`config.mk`:
```
export PLATFORM = sky130hd
export DESIGN_NAME = dac_mode_control_registers
export DESIGN_NICKNAME = d
export VERILOG_FILES = /design/src/rtl/dac_mode_pkg.sv /design/src/rtl/analog_mute_gate.sv /design/src/rtl/dac_mode_control_registers.sv /design/src/rtl/zero_flag_pins.sv
export SDC_FILE = /design/constraint.sdc
export NUM_CORES = 1
export LEC_CHECK = 0
export BUFFER_PORTS_ARGS = -buffer_cell sky130_fd_sc_hd__buf_4
export CORE_ASPECT_RATIO = 1.2
export CORE_MARGIN = 3
export CORE_UTILIZATION = 45
export DETAILED_ROUTE_END_ITERATION = 10
export GPL_TIMING_DRIVEN = 0
export HOLD_SLACK_MARGIN = 0.12
export PLACE_DENSITY = 0.7
export SLEW_MARGIN = 20
export SYNTH_ARGS = -nofsm -noshare
export SYNTH_HDL_FRONTEND = slang
export SYNTH_HIERARCHICAL = 1
export SYNTH_SLANG_ARGS = --single-unit
```
`constraint.sdc`:
```
create_clock -name clk_i -period 2.2 [get_ports clk_i]
set_clock_uncertainty 0.1 [all_clocks]
set_input_delay 0.33 -clock clk_i [delete_from_list [all_inputs] [get_ports clk_i]]
set_output_delay 0.33 -clock clk_i [all_outputs]
set_load 0.02 [all_outputs]
```
`src/rtl/dac_mode_pkg.sv`:
```
// holds register offsets, field positions, reset values and the state record
// of the dac mode control bank; shared by the bank and its helper modules.
package dac_mode_pkg;

	// register base numbers, before the bank offset picked by the address pins
	localparam logic [4:0] OFS_RESET_MUTE_RATE   = 5'h10;
	localparam logic [4:0] OFS_POWER_SAVE_FORMAT = 5'h11;
	localparam logic [4:0] OFS_OPERATION_FILTER  = 5'h12;
	localparam logic [4:0] OFS_OUTPUT_PHASE      = 5'h13;
	localparam logic [4:0] OFS_SOFT_MUTE         = 5'h14;
	localparam logic [4:0] OFS_SILENCE_STATUS    = 5'h15;
	localparam logic [4:0] OFS_ATTEN_DEEMPH_FLAG = 5'h16;
	localparam logic [4:0] OFS_LEFT_ATTEN        = 5'h18;
	localparam logic [4:0] OFS_RIGHT_ATTEN       = 5'h19;

	// index auto-increment wrap points
	localparam logic [6:0] IDX_WRAP_TOP  = 7'h4f;
	localparam logic [6:0] IDX_WRAP_BASE = 7'h40;

	// field positions
	localparam int POS_REGS_DEFAULT_N = 7;
	localparam int POS_SYS_RESYNC_N   = 6;
	localparam int POS_AMUTE_LSB      = 2;
	localparam int POS_SRATE_LSB      = 0;
	localparam int POS_POWER_SAVE     = 7;
	localparam int POS_FORMAT_LSB     = 0;
	localparam int POS_DAC_DISABLE    = 4;
	localparam int POS_ROLLOFF        = 0;
	localparam int POS_PAIR_LSB       = 0;
	localparam int POS_ATTEN_STEP     = 7;
	localparam int POS_DEEMPH_LSB     = 4;
	localparam int POS_FLAG_PIN_FUNC  = 3;
	localparam int POS_FLAG_COMBO     = 1;
	localparam int POS_FLAG_POLARITY  = 0;

	// reset values
	localparam logic [3:0] RST_AMUTE        = 4'h0;
	localparam logic [1:0] RST_SRATE        = 2'h0;
	localparam logic       RST_POWER_SAVE   = 1'b0;
	localparam logic [2:0] RST_FORMAT       = 3'h0;
	localparam logic       RST_DAC_DISABLE  = 1'b0;
	localparam logic       RST_ROLLOFF      = 1'b0;
	localparam logic [1:0] RST_INVERT       = 2'h0;
	localparam logic [1:0] RST_SOFT_MUTE    = 2'h0;
	localparam logic       RST_ATTEN_STEP   = 1'b0;
	localparam logic [1:0] RST_DEEMPH       = 2'h0;
	localparam logic       RST_FLAG_FUNC    = 1'b0;
	localparam logic       RST_FLAG_COMBO   = 1'b0;
	localparam logic       RST_FLAG_POL     = 1'b0;
	localparam logic [7:0] RST_ATTEN_LEVEL  = 8'hff;
	localparam logic [6:0] RST_INDEX        = 7'h00;

	// whole state of the register bank
	typedef struct packed {
		logic [6:0] idx;
		logic [3:0] amute;
		logic [1:0] srate;
		logic       psave;
		logic [2:0] fmt;
		logic       dis;
		logic       roll;
		logic [1:0] inv;
		logic [1:0] smute;
		logic [1:0] zero;
		logic       astep;
		logic [1:0] demp;
		logic       fsel;
		logic       combo;
		logic       pol;
		logic [7:0] attl;
		logic [7:0] attr;
		logic       resync;
		logic       reload;
		logic [7:0] rdata;
	} bank_state_t;

endpackage : dac_mode_pkg

```
`src/rtl/analog_mute_gate.sv`:
```
// gates the four analog mute sources with their enable bits.
// assumes all source inputs are synchronous to clk_i.
`timescale 1ns/100ps
`default_nettype none

module analog_mute_gate
	import dac_mode_pkg::*;
(
	input  wire logic       clk_i,
	input  wire logic       reset_i,
	input  wire logic [3:0] src_en_i,
	input  wire logic       clk_halt_i,
	input  wire logic       async_detect_i,
	input  wire logic       zero_left_i,
	input  wire logic       zero_right_i,
	input  wire logic       dac_disable_i,
	output logic            analog_mute_o
);

	typedef struct packed {
		logic mute;
	} gate_state_t;

	gate_state_t st_r;
	gate_state_t st_nxt;

	always_comb begin
		st_nxt = st_r;
		st_nxt.mute = (src_en_i[0] & clk_halt_i)
			| (src_en_i[1] & async_detect_i)
			| (src_en_i[2] & zero_left_i & zero_right_i)
			| (src_en_i[3] & dac_disable_i);
	end

	always_ff @(posedge clk_i) begin
		if (reset_i) begin
			st_r <= '0;
		end else begin
			st_r <= st_nxt;
		end
	end

	assign analog_mute_o = st_r.mute;

endmodule : analog_mute_gate

`default_nettype wire

```
`src/rtl/dac_mode_control_registers.sv`:
```
// mode control register bank of a stereo audio dac.
// assumes a serial control front end that delivers whole bytes as
// one-cycle strobes, synchronous to the system clock clk_i.
`timescale 1ns/100ps
`default_nettype none

module dac_mode_control_registers
	import dac_mode_pkg::*;
(
	input  wire logic       clk_i,
	input  wire logic       reset_i,
	input  wire logic       sw_mode_i,
	input  wire logic       bank_addr_hi_i,
	input  wire logic       bank_addr_lo_i,
	input  wire logic       idx_load_i,
	input  wire logic       wr_i,
	input  wire logic       rd_i,
	input  wire logic [7:0] byte_i,
	output logic            ack_o,
	output logic [7:0]      rdata_o,
	input  wire logic       zero_left_i,
	input  wire logic       zero_right_i,
	input  wire logic       clk_halt_i,
	input  wire logic       async_detect_i,
	output logic [1:0]      sample_rate_sel_o,
	output logic            power_save_sel_o,
	output logic [2:0]      audio_format_sel_o,
	output logic            dac_disable_o,
	output logic            rolloff_sel_o,
	output logic [1:0]      output_invert_o,
	output logic [1:0]      soft_mute_en_o,
	output logic            atten_step_sel_o,
	output logic [1:0]      deemph_rate_sel_o,
	output logic [7:0]      left_atten_level_o,
	output logic [7:0]      right_atten_level_o,
	output logic            sys_resync_o,
	output logic            regs_default_o,
	output logic            analog_mute_o,
	output logic            zero1_o,
	output logic            zero2_o
);

	bank_state_t st_r;
	bank_state_t st_nxt;

	logic [1:0] bank_sel;
	logic       addr_ok;
	logic       idx_ok;
	logic       wr_go;
	logic       rd_go;
	logic [4:0] wr_reg;
	logic [7:0] wb;

	// true when the register base number exists in the map
	function automatic logic known_reg(input logic [4:0] r);
		logic k;
		k = 1'b0;
		if (r == OFS_RESET_MUTE_RATE) begin
			k = 1'b1;
		end else if (r == OFS_POWER_SAVE_FORMAT) begin
			k = 1'b1;
		end else if (r == OFS_OPERATION_FILTER) begin
			k = 1'b1;
		end else if (r == OFS_OUTPUT_PHASE) begin
			k = 1'b1;
		end else if (r == OFS_SOFT_MUTE) begin
			k = 1'b1;
		end else if (r == OFS_SILENCE_STATUS) begin
			k = 1'b1;
		end else if (r == OFS_ATTEN_DEEMPH_FLAG) begin
			k = 1'b1;
		end else if (r == OFS_LEFT_ATTEN) begin
			k = 1'b1;
		end else if (r == OFS_RIGHT_ATTEN) begin
			k = 1'b1;
		end
		return k;
	endfunction : known_reg

	// address is defined when its bank bits match the pins and its base number exists in the map
	function automatic logic addr_defined(
		input logic [6:0] a,
		input logic [1:0] bank
	);
		return (a[6:5] == bank) && known_reg(a[4:0]);
	endfunction : addr_defined

	// read value of a register, reserved bits as zero
	function automatic logic [7:0] read_reg(
		input logic [4:0]  r,
		input bank_state_t s
	);
		logic [7:0] v;
		v = 8'h00;
		if (r == OFS_RESET_MUTE_RATE) begin
			v[POS_REGS_DEFAULT_N] = 1'b1;
			v[POS_SYS_RESYNC_N]   = 1'b1;
			v[POS_AMUTE_LSB +: 4] = s.amute;
			v[POS_SRATE_LSB +: 2] = s.srate;
		end else if (r == OFS_POWER_SAVE_FORMAT) begin
			v[POS_POWER_SAVE]      = s.psave;
			v[POS_FORMAT_LSB +: 3] = s.fmt;
		end else if (r == OFS_OPERATION_FILTER) begin
			v[POS_DAC_DISABLE] = s.dis;
			v[POS_ROLLOFF]     = s.roll;
		end else if (r == OFS_OUTPUT_PHASE) begin
			v[POS_PAIR_LSB +: 2] = s.inv;
		end else if (r == OFS_SOFT_MUTE) begin
			v[POS_PAIR_LSB +: 2] = s.smute;
		end else if (r == OFS_SILENCE_STATUS) begin
			v[POS_PAIR_LSB +: 2] = s.zero;
		end else if (r == OFS_ATTEN_DEEMPH_FLAG) begin
			v[POS_ATTEN_STEP]      = s.astep;
			v[POS_DEEMPH_LSB +: 2] = s.demp;
			v[POS_FLAG_PIN_FUNC]   = s.fsel;
			v[POS_FLAG_COMBO]      = s.combo;
			v[POS_FLAG_POLARITY]   = s.pol;
		end else if (r == OFS_LEFT_ATTEN) begin
			v = s.attl;
		end else if (r == OFS_RIGHT_ATTEN) begin
			v = s.attr;
		end
		return v;
	endfunction : read_reg

	// restores every mode field to its default
	function automatic bank_state_t set_defaults(input bank_state_t s);
		bank_state_t d;
		d       = s;
		d.amute = RST_AMUTE;
		d.srate = RST_SRATE;
		d.fmt   = RST_FORMAT;
		d.psave = RST_POWER_SAVE;
		d.dis   = RST_DAC_DISABLE;
		d.roll  = RST_ROLLOFF;
		d.inv   = RST_INVERT;
		d.smute = RST_SOFT_MUTE;
		d.demp  = RST_DEEMPH;
		d.astep = RST_ATTEN_STEP;
		d.pol   = RST_FLAG_POL;
		d.combo = RST_FLAG_COMBO;
		d.fsel  = RST_FLAG_FUNC;
		d.attl  = RST_ATTEN_LEVEL;
		d.attr  = RST_ATTEN_LEVEL;
		return d;
	endfunction : set_defaults

	// applies one data byte to the fields of register r
	function automatic bank_state_t write_reg(
		input logic [4:0]  r,
		input logic [7:0]  b,
		input bank_state_t s
	);
		bank_state_t w;
		w = s;
		if (r == OFS_RESET_MUTE_RATE) begin
			w.amute = b[POS_AMUTE_LSB +: 4];
			w.srate = b[POS_SRATE_LSB +: 2];
		end else if (r == OFS_POWER_SAVE_FORMAT) begin
			w.psave = b[POS_POWER_SAVE];
			w.fmt   = b[POS_FORMAT_LSB +: 3];
		end else if (r == OFS_OPERATION_FILTER) begin
			w.dis  = b[POS_DAC_DISABLE];
			w.roll = b[POS_ROLLOFF];
		end else if (r == OFS_OUTPUT_PHASE) begin
			w.inv = b[POS_PAIR_LSB +: 2];
		end else if (r == OFS_SOFT_MUTE) begin
			w.smute = b[POS_PAIR_LSB +: 2];
		end else if (r == OFS_ATTEN_DEEMPH_FLAG) begin
			w.astep = b[POS_ATTEN_STEP];
			w.demp  = b[POS_DEEMPH_LSB +: 2];
			w.fsel  = b[POS_FLAG_PIN_FUNC];
			w.combo = b[POS_FLAG_COMBO];
			w.pol   = b[POS_FLAG_POLARITY];
		end else if (r == OFS_LEFT_ATTEN) begin
			w.attl = b;
		end else if (r == OFS_RIGHT_ATTEN) begin
			w.attr = b;
		end
		return w;
	endfunction : write_reg

	// self-restoring control bits of the first register
	function automatic bank_state_t apply_ctrl(
		input logic [7:0]  b,
		input bank_state_t s
	);
		bank_state_t c;
		c = s;
		c.resync = !b[POS_SYS_RESYNC_N];
		if (!b[POS_REGS_DEFAULT_N]) begin
			c        = set_defaults(c);
			c.reload = 1'b1;
		end
		return c;
	endfunction : apply_ctrl

	function automatic logic [6:0] next_index(
		input logic [6:0] i
	);
		logic [6:0] n;
		if (i == IDX_WRAP_TOP) begin
			n = IDX_WRAP_BASE;
		end else begin
			n = i + 7'h01;
		end
		return n;
	endfunction : next_index

	assign bank_sel = {bank_addr_hi_i, bank_addr_lo_i};

	assign addr_ok = addr_defined(byte_i[6:0], bank_sel) && !byte_i[7];
	assign idx_ok  = addr_defined(st_r.idx, bank_sel);

	assign wr_go  = sw_mode_i && wr_i && idx_ok;
	assign rd_go  = sw_mode_i && rd_i && idx_ok;
	assign wr_reg = st_r.idx[4:0];

	// reserved bits dropped by the field selects in write_reg
	assign wb = byte_i;

	always_comb begin
		ack_o = 1'b0;
		if (sw_mode_i && idx_load_i) begin
			ack_o = addr_ok;
		end else if (sw_mode_i && (wr_i || rd_i)) begin
			ack_o = idx_ok;
		end
	end

	always_comb begin
		st_nxt        = st_r;
		st_nxt.resync = 1'b0;
		st_nxt.reload = 1'b0;
		st_nxt.zero   = {zero_right_i, zero_left_i};

		if (sw_mode_i && idx_load_i) begin
			st_nxt.idx = byte_i[6:0];
		end

		if (rd_go) begin
			st_nxt.rdata = read_reg(wr_reg, st_r);
		end

		if (wr_go) begin
			st_nxt = write_reg(wr_reg, wb, st_nxt);
			if (wr_reg == OFS_RESET_MUTE_RATE) begin
				st_nxt = apply_ctrl(wb, st_nxt);
			end
			st_nxt.idx = next_index(st_r.idx);
		end
	end

	always_ff @(posedge clk_i) begin
		if (reset_i) begin
			st_r       <= set_defaults('0);
			st_r.idx   <= RST_INDEX;
		end else begin
			st_r <= st_nxt;
		end
	end

	assign rdata_o             = st_r.rdata;
	assign sample_rate_sel_o   = st_r.srate;
	assign power_save_sel_o    = st_r.psave;
	assign audio_format_sel_o  = st_r.fmt;
	assign dac_disable_o       = st_r.dis;
	assign rolloff_sel_o       = st_r.roll;
	assign output_invert_o     = st_r.inv;
	assign soft_mute_en_o      = st_r.smute;
	assign atten_step_sel_o    = st_r.astep;
	assign deemph_rate_sel_o   = st_r.demp;
	assign left_atten_level_o  = st_r.attl;
	assign right_atten_level_o = st_r.attr;
	assign regs_default_o      = st_r.reload;
	assign sys_resync_o        = st_r.resync;

	analog_mute_gate u_mute (
		.clk_i          (clk_i),
		.reset_i        (reset_i),
		.src_en_i       (st_r.amute),
		.clk_halt_i     (clk_halt_i),
		.async_detect_i (async_detect_i),
		.zero_left_i    (zero_left_i),
		.zero_right_i   (zero_right_i),
		.dac_disable_i  (st_r.dis),
		.analog_mute_o  (analog_mute_o)
	);

	zero_flag_pins u_flags (
		.clk_i         (clk_i),
		.reset_i       (reset_i),
		.zero_left_i   (zero_left_i),
		.zero_right_i  (zero_right_i),
		.combo_i       (st_r.combo),
		.polarity_i    (st_r.pol),
		.pin_func_i    (st_r.fsel),
		.analog_mute_i (analog_mute_o),
		.zero1_o       (zero1_o),
		.zero2_o       (zero2_o)
	);

endmodule : dac_mode_control_registers

`default_nettype wire

```
`src/rtl/zero_flag_pins.sv`:
```
// drives the two zero flag pins from channel zero detect, combination,
// polarity and pin function; inputs synchronous to clk_i.
`timescale 1ns/100ps
`default_nettype none

module zero_flag_pins
	import dac_mode_pkg::*;
(
	input  wire logic clk_i,
	input  wire logic reset_i,
	input  wire logic zero_left_i,
	input  wire logic zero_right_i,
	input  wire logic combo_i,
	input  wire logic polarity_i,
	input  wire logic pin_func_i,
	input  wire logic analog_mute_i,
	output logic      zero1_o,
	output logic      zero2_o
);

	typedef struct packed {
		logic z1;
		logic z2;
	} flag_state_t;

	flag_state_t st_r;
	flag_state_t st_nxt;
	logic        det1;
	logic        det2;

	always_comb begin
		st_nxt = st_r;
		// combination a: left on first pin, right on second
		det1 = combo_i ? (zero_left_i & zero_right_i) : zero_left_i;
		det2 = combo_i ? (zero_left_i | zero_right_i) : zero_right_i;
		st_nxt.z1 = det1 ^ polarity_i;
		st_nxt.z2 = pin_func_i ? analog_mute_i : (det2 ^ polarity_i);
	end

	always_ff @(posedge clk_i) begin
		if (reset_i) begin
			st_r <= '0;
		end else begin
			st_r <= st_nxt;
		end
	end

	assign zero1_o = st_r.z1;
	assign zero2_o = st_r.z2;

endmodule : zero_flag_pins

`default_nettype wire

```
## Yosys cells after proc, flatten, opt, wreduce, memory -nomap -nowiden

Index checks and enable logic that the tools add are counted.

| word-level totals | value |
|---|---|
| register bits after elaboration | 60 |
| output and inout bits | 45 |
| logic and storage cells | 149 |
| input bits | 20 |

| operators by class | value |
|---|---|
| add/subtract/negate cells | 1 |
| eq/ne operators | 21 |
| bitwise logic cells | 14 |
| reduce and logical (&&, ||, !) cells | 13 |
| muxes and demuxes | 77 |

Operators with widths:

| kind | number |
|---|---|
| $mux W8 | 15 |
| $mux W22 | 5 |
| $mux W50 | 2 |
| $eq A5 B5 Y1 const B | 18 |
| $mux W57 | 1 |
| $mux W6 | 6 |
| $mux W1 | 29 |
| $mux W16 | 1 |
| $mux W2 | 8 |
| $mux W7 | 2 |
| $mux W3 | 4 |
| $mux W4 | 3 |
| $mux W10 | 1 |
| $logic_and A1 B1 Y1 | 9 |
| $add A7 B1 Y7 const B | 1 |
| $eq A7 B7 Y1 const B | 1 |
| $and A1 B1 Y1 | 6 |
| $eq A2 B2 Y1 | 2 |
| $or A1 B1 Y1 | 4 |
| $reduce_or A3 Y1 | 1 |
| $logic_not A1 Y1 | 2 |
| $not A1 Y1 | 2 |
| $xor A1 B1 Y1 | 2 |
| $logic_or A1 B1 Y1 | 1 |

## Logic depth before layout (Yosys ltp)

Gate-level depths: netlist of run 1.

| depth | value |
|---|---|
| depth after elaboration | 24 |
| mapped depth | 9 |
| mapped depth without buffers | 7 |

## Modules after synthesis

Netlist of run 1, hierarchy kept.

By module, submodules not included:

| module | instances | area each (µm²) | sequential area each (µm²) | cells an instance |
|---|---|---|---|---|
| dac_mode_control_registers | 1 | 3180.6 | 1141.1 | 374 |
| zero_flag_pins | 1 | 103.8 | 40.0 | 13 |
| analog_mute_gate | 1 | 41.3 | 20.0 | 4 |

## Least setup slack after synthesis of run 1

No wires, ideal clock.

| timing path | value |
|---|---|
| path type | register -> output |
| start point | register st_r[50] (netlist name) |
| end point | output port ack_o |
| buffers on the path | 1 |
| data arrival time | 1757 ps |
| required time | 1770 ps |
| path slack | 13 ps |
| stages on the path, launching flop included | 9 |
| path through | dfxtp_1 > inv_1 > ha_1 > nor2_1 > a211o_4 > a21oi_4 > buf_4 > o21ai_1 > o41ai_1 |

| between the ends | value |
|---|---|
| word-level cells in the longest chain between the ends | 13 |
| elaborated cells between the ends (all ways) | 21 |
| classes of those cells | eq/ne (9); mux (11); reduce/logical (1) |

RTL lines:

| element | line | text |
|---|---|---|
| from (decl) | dac_mode_control_registers.sv:43 | `bank_state_t st_r;` |
| from (signal assigned) | dac_mode_control_registers.sv:256 | `st_r <= set_defaults('0);` |
| from (signal assigned) | dac_mode_control_registers.sv:259 | `st_r <= st_nxt;` |
| $eq A5 B5 Y1 | dac_mode_control_registers.sv:74 | `end else if (r == OFS_RIGHT_ATTEN) begin` |
| $mux W1 | dac_mode_control_registers.sv:74 |  |
| $mux W1 | dac_mode_control_registers.sv:72 | `end else if (r == OFS_LEFT_ATTEN) begin` |
| $mux W1 | dac_mode_control_registers.sv:70 | `end else if (r == OFS_ATTEN_DEEMPH_FLAG) begin` |
| $mux W1 | dac_mode_control_registers.sv:68 | `end else if (r == OFS_SILENCE_STATUS) begin` |
| $mux W1 | dac_mode_control_registers.sv:66 | `end else if (r == OFS_SOFT_MUTE) begin` |
| $mux W1 | dac_mode_control_registers.sv:64 | `end else if (r == OFS_OUTPUT_PHASE) begin` |
| $mux W1 | dac_mode_control_registers.sv:62 | `end else if (r == OFS_OPERATION_FILTER) begin` |
| $mux W1 | dac_mode_control_registers.sv:60 | `end else if (r == OFS_POWER_SAVE_FORMAT) begin` |
| $mux W1 * | dac_mode_control_registers.sv:58 | `if (r == OFS_RESET_MUTE_RATE) begin` |
| $logic_and A1 B1 Y1 * | dac_mode_control_registers.sv:85 | `return (a[6:5] == bank) && known_reg(a[4:0]);` |
| $mux W1 * | dac_mode_control_registers.sv:226 | `end else if (sw_mode_i && (wr_i \|\| rd_i)) begin` |
| $mux W1 * | dac_mode_control_registers.sv:224 | `if (sw_mode_i && idx_load_i) begin` |
| to (decl) | dac_mode_control_registers.sv:19 | `output logic ack_o,` |

Every way passes the cells marked *; elsewhere a longest branch is shown, timed or not.

## Final worst setup path of run 1

Ends and elaborated chain as after synthesis.

==> results by group, run 1 <==
Synthesis
  – #FFs+latches synth: 60
  – Commonest register cell after synthesis: dfxtp_1
  – Area contributors post-synth: dfxtp_1, buf_4, mux2i_1
  – Asr flop ratio synth: 0
  – Sequential cell area fraction in the yosys report: 0.361
  – Commonest cells in the netlist: dfxtp_1, buf_4, nand2_1, nor2_1
  – Syn avg cell area: 8.51 um2
  – Post-synth cell types: 60
  – EDFF count, synth: 0
  – Mapped Nets: roughly 420
  – Post-synth top area cell: dfxtp_1
  – Post-Syn Area: 3330 um2
  – Most frequent cell after synthesis: dfxtp_1
  – Yosys warning count: 6
  – Share of the synthesized area in the top cell type: 0.361
  – Post-Synthesis Cells: about 390

Worst setup path
  – Worst path slowest cell: dfxtp_4
  – Max FO, Critical Path: 5
  – Crit path top cell by count: o21ai_4
  – Critical path class: reg -> out
  – R2R setup slack: -0.27 ns
  – Type of origin of the critical path: flop
  – Cell family with most CP delay: compound AO/OA/AOI/OAI gates
  – Crit path DAT: a little over 2 ns
  – WP data required: roughly 1.8 ns
  – CP Cell Sequence: inv_4 > ha_4 > o21ba_4 > o21ai_4 > a21oi_2 > buf_6 > o21ai_4 > o41ai_2 > buf_4
  – Worst path max stage delay: just over 0.4 ns
  – Worst path buffer plus inverter count: 3
  – Setup crit end kind: output pin

STA
  – WHS: about 0.13 ns
  – Worst Slack Setup Final: -0.297 ns
  – Worst-Margin Slew: about 0.7 ns
  – Period minus WS final: 2.50 ns
  – Rel. slew slack: 0.532
  – Final worst-path cycle share: 1.13
  – Final setup violation count: 8
  – Final number of hold-violating endpoints: 0
  – Fmax: about 0.4 GHz
  – RSZ-0062 raised after global routing: yes
  – Pins Over Slew Limit: 0
  – Setup TNS: -1.63 ns

Clock network
  – H-Tree Depth: 3
  – Root Driver: clkbuf_8
  – Clock Latency Late Sink: around 0.35 ns
  – CTS buffer count: 9
  – Clk sinks: 60
  – TritonCTS clock tree: done
  – Clock Path Buffers: 2
  – Clock-pin slew on the worst setup and hold paths: around 0.070 ns

Power
  – Pleak: approximately 1.9 nW
  – Power Total: 2.52 mW
  – Worst vdd ir: 464 uV
  – Pwr Density: between 500 and 600 nW/um2

Place
  – # port buffers: 60
  – Gpl congestion: slightly above 0.9
  – Final HPWL DP: between 7 and 8 mm
  – Placed Instances: 538
  – Post-Place Worst Slack: -0.474 ns

Global route
  – GRT overflow: 0
  – Initial antenna violation count: 0
  – First-pass GRT wire length: ~17 mm
  – Overall Global Routing Usage: 0.264
  – Number of global-route vias before repair: about 3,100
  – Largest net degree at the start of global routing: 12

Die
  – Number of cell rows: 33
  – Die height: 100 um
  – Initial Util: 0.474
  – Die area: ~8500 um2
  – IO Pins: 65
  – Die outline width: about 84 um
  – Core area: 7020 um2

Final layout
  – Fin cells: around 580
  – Nets: slightly above 500
  – Share of layout cells above drive strength 1: 0.395
  – Flip-flop and latch area: about 1200 um2
  – Multi-input gate area: about 2000 um2
  – N_diodes: 0
  – Layout fillers: just under 600
  – Synth-to-Final Area Change: 38.7%

Drt
  – Post-route antenna net violation count: 0
  – Drt total wl: 11.5 mm
  – Initial DRC count: approximately 440
  – Wirelength per Cell: roughly 20 um
  – Via/cell ratio: between 5 and 6
  – Via count: between 3,000 and 4,000
  – Router iterations before antenna repair: 5
  – Residual DRC: 0

Hold path
  – Min-delay worst type: in -> reg

Outcome
  – Failing checks: setup timing
  – Run status: finished with violations

Run
  – Max_cap viols: 0
[worst register-to-register path: stages (launching register included)]
cell,delay [ns]
dfxtp_4,0.41
inv_4,0.06
ha_4,0.19
buf_4,0.14
buf_6,0.12
or4b_4,0.55
buf_6,0.15
nor4_4,0.23
a21oi_1,0.13
a311oi_1,0.28
[layer usage]
metal  up-vias  GRT usage  share of wire
met4         0      0.102          0.027
li1       1564          -              -
met1      1629      0.344           0.42
met5         -          0              0
met2       161      0.443           0.48
met3        33     0.0361          0.072
[worst paths after layout]
path,from,to,cells past startpoint
worst max-delay path,st_r[50],ack_o,9
worst min register to register,rdata_o[3],rdata_o[3],2
worst max register to register,st_r[50],rdata_o[1],9
worst min-delay path,zero_left_i,st_r[32],2
[report_power, final]
part	switching [mW]	internal [mW]	leakage, nW	total (mW)
Clock	0.471	0.637	0.102	1.11
Combinational	0.180	0.117	1.27	0.298
Sequential	0.0155	1.10	0.488	1.11
Total	0.666	1.85	1.86	2.52
[registers in the layout (all words and copies together) (netlist names)]
signal,count
st_r,16
u_flags/zero1_o,1
output_invert_o,2
dac_disable_o,1
sys_resync_o,1
deemph_rate_sel_o,2
u_flags/zero2_o,1
atten_step_sel_o,1
audio_format_sel_o,3
power_save_sel_o,1
regs_default_o,1
rolloff_sel_o,1
sample_rate_sel_o,2
right_atten_level_o,8
rdata_o,8
left_atten_level_o,8
soft_mute_en_o,2
u_mute/analog_mute_o,1
[layout make-up]
type,instances,share of cell area
buffer,60,0.0895
clock buffer,10,0.0277
clock inverter,6,0.0193
inverter,6,0.00597
multi-input combinational,262,0.426
sequential,60,0.262
tap,87,0.0236
timing repair buffer,87,0.145
[per-stage QoR]
| stage | cell area (um2) | util |
|---|---|---|
| after floorplan | 3330 | - |
| after global placement | 3880 | 0.553 |
| after detailed placement | 3880 | 0.553 |
| after CTS | 4320 | 0.616 |
| after global routing | 4610 | 0.657 |
| final | 4610 | 0.657 |
[layout by cell type (no fill, tap or decap), types with 3 or more instances in the layout]
cell      count
a22oi_1       3
a21oi_1      24
o21ai_4       3
nor4_1        4
nand4_1       6
o21ai_0       8
a211oi_1      3
and4b_1       3
buf_2         5
o21ai_1       7
nor2b_4       3
xnor2_1       3
mux2i_1      27
a311oi_1      5
inv_1         4
a22o_1        3
clkbuf_2      4
buf_6         9
nand2_1      34
nand2b_1      7
nand3_1      17
nor2b_1       7
clkbuf_1     10
a31oi_1       3
ha_4          4
nor3_1        4
nor2_1       28
clkbuf_8      9
buf_4       118
dfxtp_1      57
[kinds of logic after synthesis]
group,synth area share
flip-flops,0.361
AND/OR/NAND/NOR,0.211
AO/OA/AOI/OAI,0.195
buffers and inverters,0.123
XOR/XNOR,0.0132
adder cells (fa/ha/maj),0.0150
multiplexers,0.0813
[repair_timing]
item	in CTS	in global routing
hold buffers	1	0
endpoints found under the hold margin	1	0
buffers inserted	10	15
gates cloned	0	2
gates resized for setup	39	49
setup endpoints to repair	55	48
pin swaps	8	20
Power figures use the tool's default switching activity.
==> inputs of run 2 (changes only) <==
- CORE_UTILIZATION: 45 -> 40
- PLACE_DENSITY: 0.7 -> unset
- RECOVER_POWER: unset -> 50
- SLEW_MARGIN: 20 -> 0
==> results by group, run 2 (synthesized netlist as in run 1, its figures left out) <==
Clock network
  – Root Driver: clkbuf_8 (unchanged)
  – H-Tree Depth: 3 (unchanged)
  – Clock Latency Late Sink: 0.35 ns (about the same)
  – Clock-pin slew on the worst setup and hold paths: 0.07 ns (about the same)
  – Clk sinks: 60 (unchanged)
  – CTS buffer count: 9 (unchanged)
  – Clock Path Buffers: 2 (unchanged)
  – TritonCTS clock tree: done (unchanged)

Power
  – Pwr Density: 603 nW/um2 (was 546 nW/um2)
  – Power Total: 2.61 mW (was 2.52 mW)
  – Pleak: 1.68 nW (was 1.86 nW)
  – Worst vdd ir: 294 uV (was 464 uV)

Hold path
  – Min-delay worst type: in -> reg (unchanged)
  – Hold Path Stages: 2 (unchanged)

Drt
  – Post-route antenna net violation count: 0 (unchanged)
  – Residual DRC: 0 (unchanged)
  – Via/cell ratio: 5.72 (was 5.86)
  – Router iterations before antenna repair: 6 (was 5)
  – Via count: 3,258 (was 3,387)
  – Drt total wl: 11.3 mm (was 11.5 mm)
  – Wirelength per Cell: 19.9 um (about the same)
  – Initial DRC count: 173 (was 435)

Worst setup path
  – Type of origin of the critical path: flop (unchanged)
  – Worst R2R Path Depth: 8 (was 9)
  – WP data required: 1.77 ns (about the same)
  – Setup crit end kind: output pin (unchanged)
  – Max FO, Critical Path: 5 (unchanged)
  – Crit path DAT: 2.02 ns (was 2.07 ns)
  – Critical path class: reg -> out (unchanged)

STA
  – RSZ-0062 raised after global routing: yes (unchanged)
  – Rel. slew slack: 0.494 (was 0.532)
  – Final number of hold-violating endpoints: 0 (unchanged)
  – Final worst-path cycle share: 1.11 (was 1.13)
  – Period minus WS final: 2.45 ns (was 2.50 ns)
  – WHS: 0.134 ns (was 0.131 ns)
  – Pins Over Slew Limit: 0 (unchanged)
  – Fmax: 0.408 GHz (was 0.401 GHz)
  – Worst-Margin Slew: 0.759 ns (was 0.701 ns)
  – Final setup violation count: 16 (was 8)
  – Worst Slack Setup Final: -0.250 ns (was -0.297 ns)
  – Setup TNS: -3.08 ns (was -1.63 ns)

Run
  – Max_cap viols: 0 (unchanged)

Die
  – IO Pins: 65 (unchanged)
  – Initial Util: 0.422 (was 0.474)
  – Die height: 106 um (was 100 um)
  – Die area: 9450 um2 (was 8460 um2)
  – Core area: 7880 um2 (was 7020 um2)
  – Number of cell rows: 35 (was 33)
  – Die outline width: 89.2 um (was 84.5 um)

Final layout
  – Flip-flop and latch area: 1210 um2 (unchanged)
  – Nets: 497 (was 510)
  – Layout fillers: 775 (was 585)
  – Number of flip-flops in the largest register: 16 (unchanged)
  – Top reg by flops: st_r (unchanged)
  – Commonest cells after routing, fill and taps aside: buf_4, dfxtp_1, clkbuf_1, nand2_1, nor2_1 (was buf_4, dfxtp_1, nand2_1, nor2_1, mux2i_1)
  – N_diodes: 0 (unchanged)
  – Multi-input gate area: 1870 um2 (was 1970 um2)
  – Share of layout cells above drive strength 1: 0.289 (was 0.395)
  – Synth-to-Final Area Change: 30.4% (was 38.7%)
  – Commonest non-fill, non-tap cell in the layout: buf_4 (unchanged)

Global route
  – Overall Global Routing Usage: 0.242 (was 0.264)
  – GRT overflow: 0 (unchanged)
  – Number of global-route vias before repair: 3,087 (was 3,141)
  – Largest net degree at the start of global routing: 12 (unchanged)
  – First-pass GRT wire length: 17.1 mm (was 17.3 mm)
  – Initial antenna violation count: 0 (unchanged)

Place
  – Final HPWL DP: 7.68 mm (about the same)
  – # port buffers: 60 (unchanged)
  – Gpl congestion: 0.950 (was 0.930)

Outcome
  – Run status: finished with violations (unchanged)
  – Failing checks: setup timing (unchanged)
## run 2: cell types whose count changed in the layout (fill, tap and decap cells not counted), sizes merged
cell and delta:
buf -48, bufinv +1, clkbuf +35, clkinv +1, clkinvlp -2
## run 2: metrics by stage
stage | std cells | cell area, um2 | utilization | setup slack, ns
floorplan | 391 | 3330 | - | 0.0131
CTS | 567 | 4330 | 0.549 | -0.276
global route | 570 | 4340 | 0.550 | -0.332
global placement | 543 | 3890 | 0.494 | -0.541
detailed placement | 543 | 3890 | 0.494 | -0.514
finish | 570 | 4340 | 0.550 | -0.250
## run 2: final cells by class
type / instances / area share
multi-input combinational: 262 / 0.431
sequential: 60 / 0.279
timing repair buffer: 74 / 0.109
inverter: 6 / 0.00635
buffer: 60 / 0.0924
tap: 92 / 0.0266
clock buffer: 10 / 0.0294
clock inverter: 6 / 0.0260
## run 2: routing by layer
| layer | track usage | share of wire | vias to the layer above |
|---|---|---|---|
| li1 | - | - | 1533 |
| met1 | 0.325 | 0.44 | 1560 |
| met5 | 0 | 0 | - |
| met3 | 0.0391 | 0.061 | 28 |
| met4 | 0.110 | 0.034 | 0 |
| met2 | 0.376 | 0.47 | 137 |
## run 2: power by group
group / internal (mW) / switching (mW)
Combinational: 0.101 / 0.169
Sequential: 1.10 / 0.0158
Clock: 0.755 / 0.476
Total: 1.95 / 0.661
## run 2: worst paths after layout
| check | slack [ns] | end | start |
|---|---|---|---|
| hold / removal | 0.13 | st_r[33] | zero_right_i |
| setup / recovery | -0.25 | ack_o | st_r[51] |
| setup reg to reg | -0.22 | left_atten_level_o[0] | st_r[51] |
| hold reg to reg | 0.40 | rdata_o[2] | audio_format_sel_o[2] |
## run 2: timing repair
action | in CTS | in global routing
setup endpoints to repair | 55 | 43
hold endpoints to repair | 1 | 0
gates resized for setup | 36 | 23
hold buffers | 1 | 0
buffers inserted | 8 | 5
pin swaps | 9 | 13
## run 2: worst max-delay path, stage by stage, from the launching register on
cell and delay (ns):
dfxtp_4 0.41, inv_4 0.06, ha_4 0.17, o21ba_4 0.22, o21ai_4 0.20, a21oi_2 0.11
buf_6 0.14, o21ai_4 0.12, o41ai_2 0.08, buf_4 0.16
==> inputs of run 3 (changes only) <==
- CELL_PAD_IN_SITES_DETAIL_PLACEMENT: unset -> 2
- CELL_PAD_IN_SITES_GLOBAL_PLACEMENT: unset -> 2
- CORE_UTILIZATION: 40 -> 29
- PLACE_DENSITY_LB_ADDON: unset -> 0.1
==> results by group, run 3 (synthesized netlist as in run 1, its figures left out) <==
Power
  – Pwr Density: 644 nW/um2 (was 603 nW/um2)
  – Pleak: 1.81 nW (was 1.68 nW)
  – Sw Share: 0.247 (was 0.253)
  – P_int: 2.29 mW (was 1.95 mW)
  – Part of the power in registers: 0.367 (was 0.426)
  – Net switching power: 748 uW (was 661 uW)
  – Worst vdd ir: 320 uV (was 294 uV)
  – Power share of the combinational group: 0.098 (was 0.103)
  – Clock share of power: 0.535 (was 0.471)

Outcome
  – Failing checks: setup timing (unchanged)
  – Run status: finished with violations (unchanged)

STA
  – Pins Over Slew Limit: 0 (unchanged)
  – WHS: 0.134 ns (about the same)
  – Final number of hold-violating endpoints: 0 (unchanged)
  – Period minus WS final: 2.56 ns (was 2.45 ns)
  – Worst-Margin Slew: 0.830 ns (was 0.759 ns)
  – Fmax: 0.391 GHz (was 0.408 GHz)
  – Worst Slack Setup Final: -0.359 ns (was -0.250 ns)
  – Rel. slew slack: 0.446 (was 0.494)
  – Final worst-path cycle share: 1.16 (was 1.11)
  – Final setup violation count: 7 (was 16)
  – RSZ-0062 raised after global routing: yes (unchanged)

Clock network
  – Clock Path Buffers: 2 (unchanged)
  – Root Driver: clkbuf_16 (was clkbuf_8)
  – Clock-pin slew on the worst setup and hold paths: 0.06 ns (was 0.07 ns)
  – Clk sinks: 60 (unchanged)
  – H-Tree Depth: 3 (unchanged)
  – TritonCTS clock tree: done (unchanged)
  – Clock Latency Late Sink: 0.34 ns (was 0.35 ns)
  – CTS buffer count: 9 (unchanged)

Hold path
  – WHS Endpoint: sys_resync_o (was st_r[33])
  – Hold Path Stages: 2 (unchanged)
  – Min-delay src: byte_i[6] (was zero_right_i)
  – Min-delay worst type: in -> reg (unchanged)

Drt
  – Residual DRC: 0 (unchanged)
  – Drt total wl: 14.4 mm (was 11.3 mm)
  – Initial DRC count: 180 (was 173)
  – Post-route antenna net violation count: 0 (unchanged)
  – Wirelength per Cell: 22.4 um (was 19.9 um)
  – Via count: 3,365 (was 3,258)
  – Via/cell ratio: 5.24 (was 5.72)
  – Router iterations before antenna repair: 4 (was 6)

Place
  – Gpl congestion: 0.864 (was 0.950)
  – # port buffers: 60 (unchanged)
  – Final HPWL DP: 9.47 mm (was 7.68 mm)

Worst setup path
  – R2R setup slack: -0.20 ns (was -0.22 ns)
  – WP data required: 1.77 ns (about the same)
  – Worst R2R Path Depth: 7 (was 8)
  – Worst R2R End: audio_format_sel_o[2] (was left_atten_level_o[0])
  – Critical path class: reg -> out (unchanged)
  – Type of origin of the critical path: flop (unchanged)
  – FF-to-FF Start: st_r[51] (unchanged)
  – Max FO, Critical Path: 5 (unchanged)
  – Setup crit end kind: output pin (unchanged)
  – Crit path DAT: 2.13 ns (was 2.02 ns)

Global route
  – First-pass GRT wire length: 21.4 mm (was 17.1 mm)
  – Overall Global Routing Usage: 0.225 (was 0.242)
  – GRT overflow: 0 (unchanged)
  – Number of global-route vias before repair: 3,533 (was 3,087)
  – Initial antenna violation count: 0 (unchanged)
  – Largest net degree at the start of global routing: 11 (was 12)

Final layout
  – Core Util, Final: 0.423 (was 0.550)
  – Commonest non-fill, non-tap cell in the layout: buf_4 (unchanged)
  – Synth-to-Final Area Change: 41.6% (was 30.4%)
  – Top reg by flops: st_r (unchanged)
  – N_diodes: 0 (unchanged)
  – Number of flip-flops in the largest register: 16 (unchanged)
  – Commonest cells after routing, fill and taps aside: buf_4, dfxtp_1, nand2_1, clkbuf_1, nor2_1 (was buf_4, dfxtp_1, clkbuf_1, nand2_1, nor2_1)
  – Nets: 508 (was 497)
  – Share of layout cells above drive strength 1: 0.361 (was 0.289)

Die
  – Number of cell rows: 42 (was 35)
  – Initial Util: 0.299 (was 0.422)
  – Core area: 11,100 um2 (was 7880 um2)
  – Die outline width: 104 um (was 89.2 um)
  – Die height: 123 um (was 106 um)
  – Die area: 12,800 um2 (was 9450 um2)
  – IO Pins: 65 (unchanged)

Run
  – Max_cap viols: 0 (unchanged)
## run 3: changes by cell type in the layout (fill, tap and decap cells not counted), sizes merged
cell and delta:
clkinv -2, bufinv -1, clkbuf +2, buf +12, dlygate4sd3 -1
## run 3: per-layer routing
metal,vias to the layer above,part of all wire,global-route usage
met5,-,0,0
met4,0,0.034,0.0881
met3,28,0.047,0.0590
met2,86,0.50,0.395
met1,1685,0.42,0.265
li1,1566,-,-
## run 3: power groups by stage
stage | clock (mW) | combinational [mW] | sequential [mW]
after detailed placement | 0 | 0.240 | 1.13
after floorplan | 0 | 0.131 | 1.13
after global routing | 1.70 | 0.319 | 1.12
after global placement | 0 | 0.236 | 1.13
after CTS | 1.63 | 0.276 | 1.11
final | 1.62 | 0.297 | 1.11
## run 3: how the worst max path moves through the flow
stage	slack (ns)	endpoint	cells past startpoint	start
2_1_floorplan	0.01	ack_o	8	st_r[50]
3_3_place_gp	-0.55	ack_o	9	st_r[50]
3_5_place_dp	-0.59	ack_o	9	st_r[50]
4_1_cts	-0.30	ack_o	9	st_r[51]
5_1_grt	-0.41	ack_o	9	st_r[51]
6_report	-0.36	ack_o	9	st_r[51]
## run 3: worst max-delay path, cell delays in order, from the launching register on
cell     delay [ns]
dfxtp_4        0.40
inv_4          0.06
ha_4           0.18
o21ba_4        0.23
o21ai_4        0.24
a21oi_4        0.14
buf_8          0.15
o21ai_2        0.14
o41ai_2        0.08
buf_4          0.16
## run 3: stage by stage
stage          instance area, um2  setup TNS, ns  instances  power [mW]  worst slack [ns]
6_report                     4710          -1.26        642        3.03            -0.359
5_1_grt                      4710          -2.28        642        3.13            -0.406
4_1_cts                      4570         -0.640        633        3.02            -0.301
3_5_place_dp                 3970         -16.29        605        1.37            -0.593
3_3_place_gp                 3970         -13.21        605        1.37            -0.548
2_1_floorplan                3330              0        391        1.26            0.0131
## run 3: area by class of cell
cell class	count	area, um2
Buffer	61	435
Clock buffer	12	267
Clock inverter	3	68.8
Fill cell	1250	6430
Inverter	6	27.5
Multi-Input combinational cell	262	1950
Sequential cell	60	1210
Tap cell	154	193
Timing Repair Buffer	84	557
## run 3: repair_timing
| action | CTS | global route |
|---|---|---|
| buffers inserted | 15 | 9 |
| setup endpoints to repair | 56 | 48 |
| hold buffers | 0 | 0 |
| pin swaps | 11 | 10 |
| resized for setup | 42 | 44 |
